===== src/rtl/pcsd_pkg.sv =====
package pcsd_pkg;

   // register geometry
   localparam int PCSD_STAGES = 32;
   localparam int PCSD_CNT_W = 6;
   localparam logic [PCSD_STAGES-1:0] PCSD_STAGE_RST = 32'hffff_ffff;
   localparam logic [PCSD_STAGES-1:0] PCSD_OUT_RST = 32'hffff_ffff;
   localparam logic [PCSD_STAGES-1:0] PCSD_ALL_LOW = 32'h0000_0000;
   localparam logic [PCSD_STAGES-1:0] PCSD_ALL_HIGH = 32'hffff_ffff;
   localparam logic [PCSD_CNT_W-1:0] PCSD_CNT_RST = 6'h00;
   localparam logic [PCSD_CNT_W-1:0] PCSD_CNT_FULL = 6'h20;
   localparam logic [PCSD_CNT_W-1:0] PCSD_CNT_ONE = 6'h01;

   // buffering between pin sampling and the stage chain
   localparam int PCSD_FIFO_WIDTH = 1;
   localparam int PCSD_FIFO_DEPTH = 16;

   // pin sampling
   localparam int PCSD_PIN_COUNT = 4;
   localparam logic [PCSD_PIN_COUNT-1:0] PCSD_PIN_RST = 4'he;

   // positions of the pins in the sampled vector
   localparam int PCSD_PIN_SCLK = 0;
   localparam int PCSD_PIN_DATA = 1;
   localparam int PCSD_PIN_GATE = 2;
   localparam int PCSD_PIN_FORCE = 3;

   // drive state of the electrode bank
   typedef enum logic [1:0] {
      PCSD_DRV_REST,
      PCSD_DRV_GATED,
      PCSD_DRV_FORCED
   } pcsd_drive_e;

endpackage


===== src/rtl/pcsd_sync.sv =====
`timescale 1ns/1ps
module pcsd_sync
   import pcsd_pkg::*;
#(
   parameter int WIDTH = 4,
   parameter logic [WIDTH-1:0] RST_VAL = '0
) (
   input wire logic clk,
   input wire logic rst_b,
   input wire logic [WIDTH-1:0] async_in,
   output logic [WIDTH-1:0] sync_out
);

   logic [WIDTH-1:0] meta_q;

   // two-flop synchroniser; only the second flop is read outside
   always_ff @(posedge clk or negedge rst_b) begin
      if (!rst_b) begin
         meta_q <= RST_VAL;
         sync_out <= RST_VAL;
      end else begin
         meta_q <= async_in;
         sync_out <= meta_q;
      end
   end

endmodule


===== src/rtl/pcsd_fifo.sv =====
`timescale 1ns/1ps
module pcsd_fifo
   import pcsd_pkg::*;
#(
   parameter int WIDTH = 1,
   parameter int DEPTH = 16
) (
   input wire logic clk,
   input wire logic rst_b,
   input wire logic wr_valid,
   output logic wr_ready,
   input wire logic [WIDTH-1:0] wr_data,
   output logic rd_valid,
   input wire logic rd_ready,
   output logic [WIDTH-1:0] rd_data
);

   localparam int PW = $clog2(DEPTH);
   localparam logic [PW:0] DEPTH_CNT = (PW+1)'(DEPTH);

   logic [WIDTH-1:0] mem_q [DEPTH];
   logic [PW-1:0] wr_ptr_q;
   logic [PW-1:0] rd_ptr_q;
   logic [PW:0] count_q;
   logic push;
   logic pop;

   // full and empty come straight from the occupancy count
   assign wr_ready = (count_q != DEPTH_CNT);
   assign rd_valid = (count_q != '0);
   assign rd_data = mem_q[rd_ptr_q];
   assign push = wr_valid && wr_ready;
   assign pop = rd_valid && rd_ready;

   // storage, written only on an accepted push
   always_ff @(posedge clk) begin
      if (push) begin
         mem_q[wr_ptr_q] <= wr_data;
      end
   end

   // pointers wrap naturally since depth is a power of two
   always_ff @(posedge clk or negedge rst_b) begin
      if (!rst_b) begin
         wr_ptr_q <= '0;
         rd_ptr_q <= '0;
      end else begin
         if (push) begin
            wr_ptr_q <= wr_ptr_q + 1'b1;
         end
         if (pop) begin
            rd_ptr_q <= rd_ptr_q + 1'b1;
         end
      end
   end

   // occupancy; a push and pop together leave it unchanged
   always_ff @(posedge clk or negedge rst_b) begin
      if (!rst_b) begin
         count_q <= '0;
      end else if (push && !pop) begin
         count_q <= count_q + 1'b1;
      end else if (pop && !push) begin
         count_q <= count_q - 1'b1;
      end
   end

endmodule


===== src/rtl/pcsd_driver.sv =====
`timescale 1ns/1ps

module pcsd_driver
   import pcsd_pkg::*;
(
   input wire logic clk,
   input wire logic rst_b,
   input wire logic shift_clk_pin,
   input wire logic serial_in_pin,
   input wire logic gate_n_pin,
   input wire logic force_all_low_n,
   output logic [PCSD_STAGES-1:0] electrode_out,
   output logic serial_cascade_out,
   output logic serial_in_ready,
   output logic frame_loaded,
   output logic shift_overrun,
   output logic [1:0] drive_state
);

   // ------------------------------------------------------------------
   // helpers
   // ------------------------------------------------------------------

   // rising transition between two consecutive synchronised samples
   function automatic logic rise(input logic cur, input logic prev);
      rise = cur && !prev;
   endfunction

   // falling transition between two consecutive synchronised samples
   function automatic logic fall(input logic cur, input logic prev);
      fall = !cur && prev;
   endfunction

   // one shift step: new bit enters stage one, stage n moves to n+1
   function automatic logic [PCSD_STAGES-1:0] shift_step(
      input logic [PCSD_STAGES-1:0] stages,
      input logic bit_in
   );
      shift_step = {stages[PCSD_STAGES-2:0], bit_in};
   endfunction

   // ------------------------------------------------------------------
   // pin sampling
   // ------------------------------------------------------------------

   logic [PCSD_PIN_COUNT-1:0] pins_raw;
   logic [PCSD_PIN_COUNT-1:0] pins_sync;
   logic sclk_s;
   logic data_s;
   logic gate_n_s;
   logic force_n_s;

   // all four control pins are asynchronous to clk
   assign pins_raw[PCSD_PIN_SCLK] = shift_clk_pin;
   assign pins_raw[PCSD_PIN_DATA] = serial_in_pin;
   assign pins_raw[PCSD_PIN_GATE] = gate_n_pin;
   assign pins_raw[PCSD_PIN_FORCE] = force_all_low_n;

   pcsd_sync #(
      .WIDTH(PCSD_PIN_COUNT),
      .RST_VAL(PCSD_PIN_RST)
   ) u_sync (
      .clk(clk),
      .rst_b(rst_b),
      .async_in(pins_raw),
      .sync_out(pins_sync)
   );

   assign sclk_s = pins_sync[PCSD_PIN_SCLK];
   assign data_s = pins_sync[PCSD_PIN_DATA];
   assign gate_n_s = pins_sync[PCSD_PIN_GATE];
   assign force_n_s = pins_sync[PCSD_PIN_FORCE];

   // ------------------------------------------------------------------
   // edge detection on the synchronised shift clock and gate
   // ------------------------------------------------------------------

   logic sclk_prev_q;
   logic gate_n_prev_q;
   logic sclk_rise;
   logic gate_fall;

   // history flops read only the synchroniser's second stage
   always_ff @(posedge clk or negedge rst_b) begin
      if (!rst_b) begin
         sclk_prev_q <= 1'b0;
         gate_n_prev_q <= 1'b1;
      end else begin
         sclk_prev_q <= sclk_s;
         gate_n_prev_q <= gate_n_s;
      end
   end

   // data is sampled alongside the clock, so setup at the pin carries over
   assign sclk_rise = rise(sclk_s, sclk_prev_q);
   assign gate_fall = fall(gate_n_s, gate_n_prev_q);

   // ------------------------------------------------------------------
   // bit buffer between the pin and the stage chain
   // ------------------------------------------------------------------

   logic fifo_wr_ready;
   logic fifo_rd_valid;
   logic fifo_rd_ready;
   logic [PCSD_FIFO_WIDTH-1:0] fifo_rd_data;
   logic shift_now;

   // the chain is frozen while the gate is low, so a pattern being
   // applied never moves; bits clocked in meanwhile wait in the buffer
   assign fifo_rd_ready = gate_n_s;
   assign shift_now = fifo_rd_valid && fifo_rd_ready;

   pcsd_fifo #(
      .WIDTH(PCSD_FIFO_WIDTH),
      .DEPTH(PCSD_FIFO_DEPTH)
   ) u_fifo (
      .clk(clk),
      .rst_b(rst_b),
      .wr_valid(sclk_rise),
      .wr_ready(fifo_wr_ready),
      .wr_data(data_s),
      .rd_valid(fifo_rd_valid),
      .rd_ready(fifo_rd_ready),
      .rd_data(fifo_rd_data)
   );

   // the controller sees the buffer's room; a pin edge cannot be stalled
   assign serial_in_ready = fifo_wr_ready;

   // ------------------------------------------------------------------
   // stage chain
   // ------------------------------------------------------------------

   logic [PCSD_STAGES-1:0] shift_stage_q;

   // gate and force-low never touch the stored content
   always_ff @(posedge clk or negedge rst_b) begin
      if (!rst_b) begin
         shift_stage_q <= PCSD_STAGE_RST;
      end else if (shift_now) begin
         shift_stage_q <= shift_step(shift_stage_q, fifo_rd_data[0]);
      end
   end

   // cascade output is the last stage flop itself, no extra delay
   assign serial_cascade_out = shift_stage_q[PCSD_STAGES-1];

   // ------------------------------------------------------------------
   // frame bookkeeping
   // ------------------------------------------------------------------

   logic [PCSD_CNT_W-1:0] bit_cnt_q;

   // counts bits moved into the chain since the last gate pulse;
   // saturates so a long chain feed-through still reads as loaded
   always_ff @(posedge clk or negedge rst_b) begin
      if (!rst_b) begin
         bit_cnt_q <= PCSD_CNT_RST;
      end else if (gate_fall) begin
         bit_cnt_q <= PCSD_CNT_RST;
      end else if (shift_now && bit_cnt_q != PCSD_CNT_FULL) begin
         bit_cnt_q <= bit_cnt_q + PCSD_CNT_ONE;
      end
   end

   assign frame_loaded = (bit_cnt_q == PCSD_CNT_FULL);

   // ------------------------------------------------------------------
   // overrun flag
   // ------------------------------------------------------------------

   logic overrun_q;

   // a shift edge that found the buffer full lost its bit; the flag is
   // sticky and cleared by the next gate pulse, a new loss wins the clear
   always_ff @(posedge clk or negedge rst_b) begin
      if (!rst_b) begin
         overrun_q <= 1'b0;
      end else if (sclk_rise && !fifo_wr_ready) begin
         overrun_q <= 1'b1;
      end else if (gate_fall) begin
         overrun_q <= 1'b0;
      end
   end

   assign shift_overrun = overrun_q;

   // ------------------------------------------------------------------
   // electrode drive
   // ------------------------------------------------------------------

   pcsd_drive_e drive_d;
   pcsd_drive_e drive_q;
   logic [PCSD_STAGES-1:0] electrode_d;
   logic [PCSD_STAGES-1:0] electrode_q;

   // force-low dominates, then the gate, otherwise rest
   always_comb begin
      if (!force_n_s) begin
         drive_d = PCSD_DRV_FORCED;
      end else if (!gate_n_s) begin
         drive_d = PCSD_DRV_GATED;
      end else begin
         drive_d = PCSD_DRV_REST;
      end
   end

   // pattern for each drive state
   always_comb begin
      case (drive_d)
         PCSD_DRV_REST: begin
            electrode_d = PCSD_ALL_HIGH;
         end
         PCSD_DRV_GATED: begin
            // a low stage pulls its electrode low, a high one stays high
            electrode_d = shift_stage_q;
         end
         PCSD_DRV_FORCED: begin
            electrode_d = PCSD_ALL_LOW;
         end
         default: begin
            electrode_d = PCSD_ALL_HIGH;
         end
      endcase
   end

   // registered so the high-voltage stage never sees decode glitches
   always_ff @(posedge clk or negedge rst_b) begin
      if (!rst_b) begin
         electrode_q <= PCSD_OUT_RST;
         drive_q <= PCSD_DRV_REST;
      end else begin
         electrode_q <= electrode_d;
         drive_q <= drive_d;
      end
   end

   assign electrode_out = electrode_q;
   assign drive_state = drive_q;

endmodule


===== config.mk =====
export PLATFORM = sky130hd
export DESIGN_NAME = pcsd_driver
export DESIGN_NICKNAME = d
export VERILOG_FILES = /design/src/rtl/pcsd_pkg.sv /design/src/rtl/pcsd_sync.sv /design/src/rtl/pcsd_fifo.sv /design/src/rtl/pcsd_driver.sv
export SDC_FILE = /design/constraint.sdc
export NUM_CORES = 1
export LEC_CHECK = 0
export BUFFER_PORTS_ARGS = -buffer_cell sky130_fd_sc_hd__buf_2
export CAP_MARGIN = 25
export CORE_MARGIN = 2
export CORE_UTILIZATION = 40
export DETAILED_ROUTE_END_ITERATION = 10
export PLACE_DENSITY = 0.61
export SLEW_MARGIN = 20
export SYNTH_ARGS = -nofsm -noshare
export SYNTH_HDL_FRONTEND = slang
export SYNTH_SLANG_ARGS = --single-unit

===== constraint.sdc =====
create_clock -name clk -period 5.6 [get_ports clk]
set_clock_uncertainty 0.05 [all_clocks]
set_input_delay 0.56 -clock clk [delete_from_list [all_inputs] [get_ports clk]]
set_output_delay 0.56 -clock clk [all_outputs]
set_load 0.05 [all_outputs]

==> flow_metrics.py, run 1 <==
metrics = {
    "status": {
        "status": "complete, no violations",
    },
    "floorplanning": {
        "fp.dieH_um": 111,
        "coreArea_um2": 10900,
        "rows": 38,
        "die_area_um2": 12200,
        "start_util_pct": 41.5,
        "die_width_um": 111,
        "io_pins": 44,
    },
    "synthesis": {
        "yosysUniqueCellTypes": 40,
        "synth_warnings": 0,
        "ys_ff_latch": 112,
        "syn_nets": 421,
        "synthFlopType": "dfstp_2",
        "syn_inst": 403,
        "netlist_area_um2": 4540,
        "async_reset_ff_share_pct": 85.7,
        "ys_seq_area_share_pct": 65.5,
        "synth_edf_count": 16,
        "syn_area_per_cell_um2": 11.3,
    },
    "timing": {
        "rsz0062_at_grt": "no",
        "finalMaxSlewViolations": 0,
        "relSlewSlack_pct": 44.8,
        "hold_viol": 0,
        "tightest_slew_ps": 823,
        "fmaxAchievable_mhz": 262,
        "totalNegativeSetupSlack_ps": 0,
        "timing.hold.ws_ps": 135,
        "finalCriticalPeriod_ps": 3810,
        "min_period_over_period_pct": 68.1,
        "setup_viol": 0,
    },
    "global_routing": {
        "grt_pass1_vias": 2754,
        "grt_pass1_wl_um": 12700,
        "antenna_found_initial": 0,
        "grt-ovfl-total": 0,
        "grt_max_degree": 55,
        "track_usage_pct": 12.5,
    },
    "clocking": {
        "cts-root-buf": "clkbuf_16",
        "clk_path_buf_depth": 2,
        "cts_buffers": 9,
        "post_cts_buffers": 0,
        "ctsHoldBuffers": 0,
        "insertion_delay_ps": 340,
        "cts_resized": 0,
        "clk_pin_slew_worst_paths_ps": 80,
        "htree_num_levels": 3,
        "cts_tree": "done",
        "clock-sinks": 112,
    },
    "pwr": {
        "cellLeakagePower_nw": 2.29,
        "irDropWorstVdd_mv": 0.201,
        "power_density_nw_per_um2": 493,
        "power_w": 0.00251,
    },
    "critical_path": {
        "start_kind": "flip-flop",
        "critPathKind": "reg -> reg",
        "cp.arrival_ps": 4020,
        "r2r_end": "u_fifo.count_q[4]$_DFFE_PN0P_",
        "critPathCaptureType": "flip-flop",
        "critPathRequiredTime_ps": 5810,
        "reg2reg_slack_ps": 1790,
        "crit-reg2reg-launch": "u_sync.sync_out[2]$_DFF_PN1_",
        "ff2ff_path_depth": 9,
        "critical_path_peak_fanout": 40,
    },
    "detailed_routing": {
        "route.final.wire_length_um": 7340,
        "wire_per_inst_um": 12.6,
        "drtIter0Drc": 149,
        "vias_per_cell": 4.69,
        "drtAntennaViolNets": 0,
        "vias": 2744,
        "drc": 0,
        "dr.pass1.iters": 4,
    },
    "finish": {
        "diodes": 0,
        "seqCellArea_um2": 2970,
        "nets": 458,
        "drive_above_1_share_pct": 31.5,
        "synthToLayoutAreaGrowth_pct": 12.3,
        "multiInputGateArea_um2": 1400,
        "fill_cells": 1030,
    },
    "placed_design": {
        "gp_congestion": 0.802,
        "place_hpwl_um": 4820,
        "portBuffers": 43,
    },
    "job": {
        "drv_cap": 0,
    },
    "hold_path": {
        "worst_hold_path_type": "in -> async",
    },
}
## how the worst max path moves through the flow
| stage | to | start | slack (ps) | cells past startpoint |
|---|---|---|---|---|
| 2_1_floorplan | u_fifo.count_q[4]$_DFFE_PN0P_ | u_fifo.count_q[1]$_DFFE_PN0P_ | 2770 | 11 |
| 3_3_place_gp | u_fifo.count_q[4]$_DFFE_PN0P_ | u_sync.sync_out[2]$_DFF_PN1_ | 1880 | 9 |
| 3_5_place_dp | u_fifo.count_q[4]$_DFFE_PN0P_ | u_sync.sync_out[2]$_DFF_PN1_ | 1770 | 9 |
| 4_1_cts | u_fifo.count_q[4]$_DFFE_PN0P_ | u_sync.sync_out[2]$_DFF_PN1_ | 1730 | 9 |
| 5_1_grt | u_fifo.count_q[4]$_DFFE_PN0P_ | u_sync.sync_out[2]$_DFF_PN1_ | 1490 | 9 |
| 6_report | u_fifo.count_q[4]$_DFFE_PN0P_ | u_sync.sync_out[2]$_DFF_PN1_ | 1790 | 9 |
## cells by family after synthesis
logic type      count (synthesis)  share of synthesized area (%)
compound gates                 19                           2.89
xor+xnor                       10                           1.93
fa+ha+maj                      12                           3.47
buf+inv                        30                           3.61
flops                         112                           65.5
mux                            10                           3.34
simple gates                  210                           19.3
## cell type report
| cell class | count | area share, % |
|---|---|---|
| clock buffer | 10 | 4.49 |
| tap | 140 | 3.44 |
| clock inverter | 6 | 0.908 |
| multi-input combinational | 261 | 27.5 |
| sequential | 112 | 58.3 |
| inverter | 12 | 0.908 |
| timing repair buffer | 44 | 4.42 |
## stage by stage
step	area (um^2)	instances	util, %	setup slack (ps)
after CTS	5100	585	46.6	1730
after global placement	4820	569	44.1	1880
after detailed placement	4820	569	44.1	1770
final	5100	585	46.6	1790
after global routing	5100	585	46.6	1490
after floorplan	4540	403	-	2770
## critical path, cell delays in order (launching register included)
cell and delay (ps):
dfstp_2 980, o21a_4 510, clkinv_2 570, ha_1 430, inv_1 160, ha_1 290, a21o_1 170, a21oi_1 180
mux2i_1 240, xnor2_1 130
## cell usage after synthesis (2+ instances only)
master	count	area, um^2
o21ai_0	4	20.0
dfstp_2	71	1870
nor2b_1	2	12.5
nand2_1	107	402
inv_1	10	37.5
dfrtp_1	25	626
o21ai_1	2	10.0
a21oi_1	4	20.0
mux4_2	4	90.1
nor4_1	2	12.5
ha_1	11	138
and3b_1	2	17.5
nand4_1	5	31.3
nand2b_1	2	12.5
buf_8	3	45.0
mux2i_1	5	50.1
edfxtp_1	16	480
nand3_1	4	20.0
and2_1	12	75.1
buf_2	4	20.0
a21o_1	2	15.0
nor2_1	71	267
xnor2_1	9	78.8
clkbuf_1	9	33.8
a21oi_2	2	17.5
## metal layers
layer | GRT usage, % | vias to the layer above | wire [um] | share of wire [%]
li1 | - | 1359 | - | -
met1 | 16.6 | 1325 | 3500 | 48
met2 | 19.4 | 47 | 3390 | 46
met3 | 3.29 | 13 | 332 | 4.5
met4 | 5.58 | 0 | 121 | 1.6
met5 | 0 | - | 0 | 0
## sequential cells by signal, summed over array words and instances (netlist names), 2 cells and up
register	count
bit_cnt_q	6
u_fifo.wr_ptr_q	4
electrode_out	32
u_fifo.count_q	5
u_fifo.mem_q	16
u_sync.meta_q	4
u_fifo.rd_ptr_q	4
u_sync.sync_out	4
shift_stage_q	32
drive_state	2
## report_power, final
part | switching [W] | total (W) | internal, W
Clock | 0.000289 | 0.000595 | 0.000305
Combinational | 0.000393 | 0.000629 | 0.000236
Sequential | 0.000175 | 0.00129 | 0.00111
Total | 0.000858 | 0.00251 | 0.00165
## placed cells by master, fill, tap and decap left out, drive strengths merged, types with 4 or more instances in the layout
cell type,instances
nand2,107
dfrtp,25
mux2i,5
edfxtp,16
mux4,4
clkinv,6
nand4,5
nor2,71
dfstp,71
o21ai,6
xnor2,9
ha,11
and2,12
inv,11
a21oi,6
clkbuf,10
nand3,4
buf,44
No activity file was read; power rests on OpenSTA's default activity.
==> run 2: changes to the inputs <==
==> constraint.sdc (replaced) <==
create_clock -name clk -period 3.9 [get_ports clk]
set_clock_uncertainty 0.05 [all_clocks]
set_input_delay 0.39 -clock clk [delete_from_list [all_inputs] [get_ports clk]]
set_output_delay 0.39 -clock clk [all_outputs]
set_load 0.05 [all_outputs]
==> flow_metrics.py, run 2 (synthesis gave the netlist of run 1 again) <==
metrics = {
    "pwr": {
        "p_clk_share_pct": 24.9,
        "switchingPower_w": 0.00125,
        "power.internal_w": 0.00241,
        "irDropWorstVdd_mv": 0.457,
        "switching_share_pct": 34.2,
        "p_seq_share_pct": 50.3,
        "power_density_nw_per_um2": 711,
        "cellLeakagePower_nw": 2.32,
        "combPwrFrac_pct": 24.7,
    },
    "critical_path": {
        "start_kind": "flip-flop",
        "crit-reg2reg-launch": "u_fifo.count_q[0]$_DFFE_PN0P_",
        "critPathRequiredTime_ps": 4120,
        "critPathBufInv": 2,
        "critPathKind": "reg -> reg",
        "critPathMaxStageDelay_ps": 540,
        "critical_path_peak_fanout": 40,
        "crit_end": "u_fifo.count_q[4]$_DFFE_PN0P_",
        "cp_top_family": "compound AO/OA/AOI/OAI gates",
        "reg2reg_slack_ps": 910,
        "cp-startpoint": "u_fifo.count_q[0]$_DFFE_PN0P_",
        "r2r_end": "u_fifo.count_q[4]$_DFFE_PN0P_",
        "critPathSlowestCell": "or4_4",
        "path_cells": "or4_4, o21a_4, clkinv_2, ha_1, inv_1, fa_1, a21o_1, a21oi_1, mux2i_1, xnor2_1",
        "cp.depth": 10,
        "ff2ff_path_depth": 10,
        "cp.arrival_ps": 3210,
        "critPathCaptureType": "flip-flop",
    },
    "finish": {
        "diodes": 0,
        "nets": 461,
        "final_common_cell": "nand2_1",
        "fill_cells": 1036,
        "synthToLayoutAreaGrowth_pct": 13.4,
        "final_cell_mix": "nand2_1, nor2_1, dfstp_2",
        "drive_above_1_share_pct": 32.1,
        "fin_area_um2": 5150,
    },
    "status": {
        "status": "complete, no violations",
    },
    "placed_design": {
        "place_hpwl_um": 4770,
        "placed_area_um2": 4840,
        "gp_congestion": 0.790,
        "portBuffers": 43,
    },
    "global_routing": {
        "antenna_found_initial": 0,
        "grt_max_degree": 57,
        "track_usage_pct": 13.3,
        "grt_pass1_vias": 2817,
        "grt-ovfl-total": 0,
        "grt_pass1_wl_um": 13500,
    },
    "detailed_routing": {
        "vias_per_cell": 4.73,
        "drtIter0Drc": 124,
        "dr.pass1.iters": 5,
        "route.final.wire_length_um": 7340,
        "wire_per_inst_um": 12.5,
        "drc": 0,
        "vias": 2781,
        "drtAntennaViolNets": 0,
    },
    "timing": {
        "tightest_slew_ps": 891,
        "totalNegativeSetupSlack_ps": 0,
        "rsz0062_at_grt": "no",
        "finalCriticalPeriod_ps": 2990,
        "finalMaxSlewViolations": 0,
        "setup_viol": 0,
        "hold_viol": 0,
        "relSlewSlack_pct": 40.2,
        "fmaxAchievable_mhz": 335,
        "min_period_over_period_pct": 76.6,
    },
    "floorplanning": {
        "start_util_pct": 41.5,
        "io_pins": 44,
        "fp.dieH_um": 111,
        "die_width_um": 111,
        "coreArea_um2": 10900,
        "rows": 38,
        "die_area_um2": 12200,
    },
    "clocking": {
        "ctsHoldBuffers": 0,
        "post_cts_buffers": 0,
        "clock-sinks": 112,
        "htree_num_levels": 3,
        "cts_buffers": 9,
        "cts_tree": "done",
        "cts_resized": 0,
        "clk_pin_slew_worst_paths_ps": 80,
        "clk_path_buf_depth": 2,
        "cts-root-buf": "clkbuf_16",
        "insertion_delay_ps": 340,
    },
    "hold_path": {
        "worst_hold_path_type": "in -> async",
    },
    "job": {
        "drv_cap": 0,
    },
}
## run 2: changes by cell type in the layout (fill, tap and decap cells not counted), sizes merged
cell and delta:
inv +4, clkinvlp -1, clkinv -3, buf +3
## run 2: stage by stage
stage | util, % | instances | hold WS, ps | power [W] | setup WS, ps
4_1_cts | 47.1 | 588 | 49.5 | 0.00372 | 878
2_1_floorplan | - | 403 | 44.4 | 0.00257 | 1070
6_report | 47.1 | 588 | 34.8 | 0.00366 | 911
5_1_grt | 47.1 | 588 | 75.3 | 0.00392 | 725
3_5_place_dp | 44.3 | 572 | 299 | 0.00279 | 922
3_3_place_gp | 44.3 | 572 | 296 | 0.00275 | 976
## run 2: area by class of cell
cell class	instances	area, um^2	share of cell area [%]
clock inverters	6	65.1	1.26
clock buffers	10	239	4.64
flip-flops and latches	112	2970	57.7
inverters	12	46.3	0.899
repair buffers	47	248	4.81
multi-input cells	261	1400	27.3
well taps	140	175	3.40
## run 2: worst min-delay path by stage
| stage | to | slack [ps] | start | cells after the start |
|---|---|---|---|---|
| after floorplan | bit_cnt_q[0]$_DFFE_PN0P_ | 40 | rst_b | 0 |
| after global routing | drive_state[0]$_DFF_PN0_ | 80 | rst_b | 1 |
| after global placement | u_sync.sync_out[3]$_DFF_PN1_ | 300 | u_sync.meta_q[3]$_DFF_PN1_ | 0 |
| after detailed placement | u_sync.sync_out[1]$_DFF_PN1_ | 300 | u_sync.meta_q[1]$_DFF_PN1_ | 0 |
| after CTS | drive_state[0]$_DFF_PN0_ | 50 | rst_b | 1 |
| final | drive_state[0]$_DFF_PN0_ | 30 | rst_b | 1 |
## run 2: layer usage
| layer | part of all wire, % | vias to the layer above | track usage (%) |
|---|---|---|---|
| met5 | 0 | - | 0 |
| met4 | 0.65 | 0 | 2.58 |
| met3 | 4.5 | 6 | 4.01 |
| met2 | 48 | 54 | 21.3 |
| met1 | 47 | 1355 | 18.0 |
| li1 | - | 1366 | - |
## run 2: power by group through the flow
stage                     Clock [W]  Sequential, W  Combinational, W
after detailed placement          0        0.00187          0.000918
final                      0.000914        0.00184          0.000905
after global placement            0        0.00185          0.000898
after global routing       0.000997        0.00190           0.00102
after floorplan                   0        0.00198          0.000588
after CTS                  0.000948        0.00185          0.000922
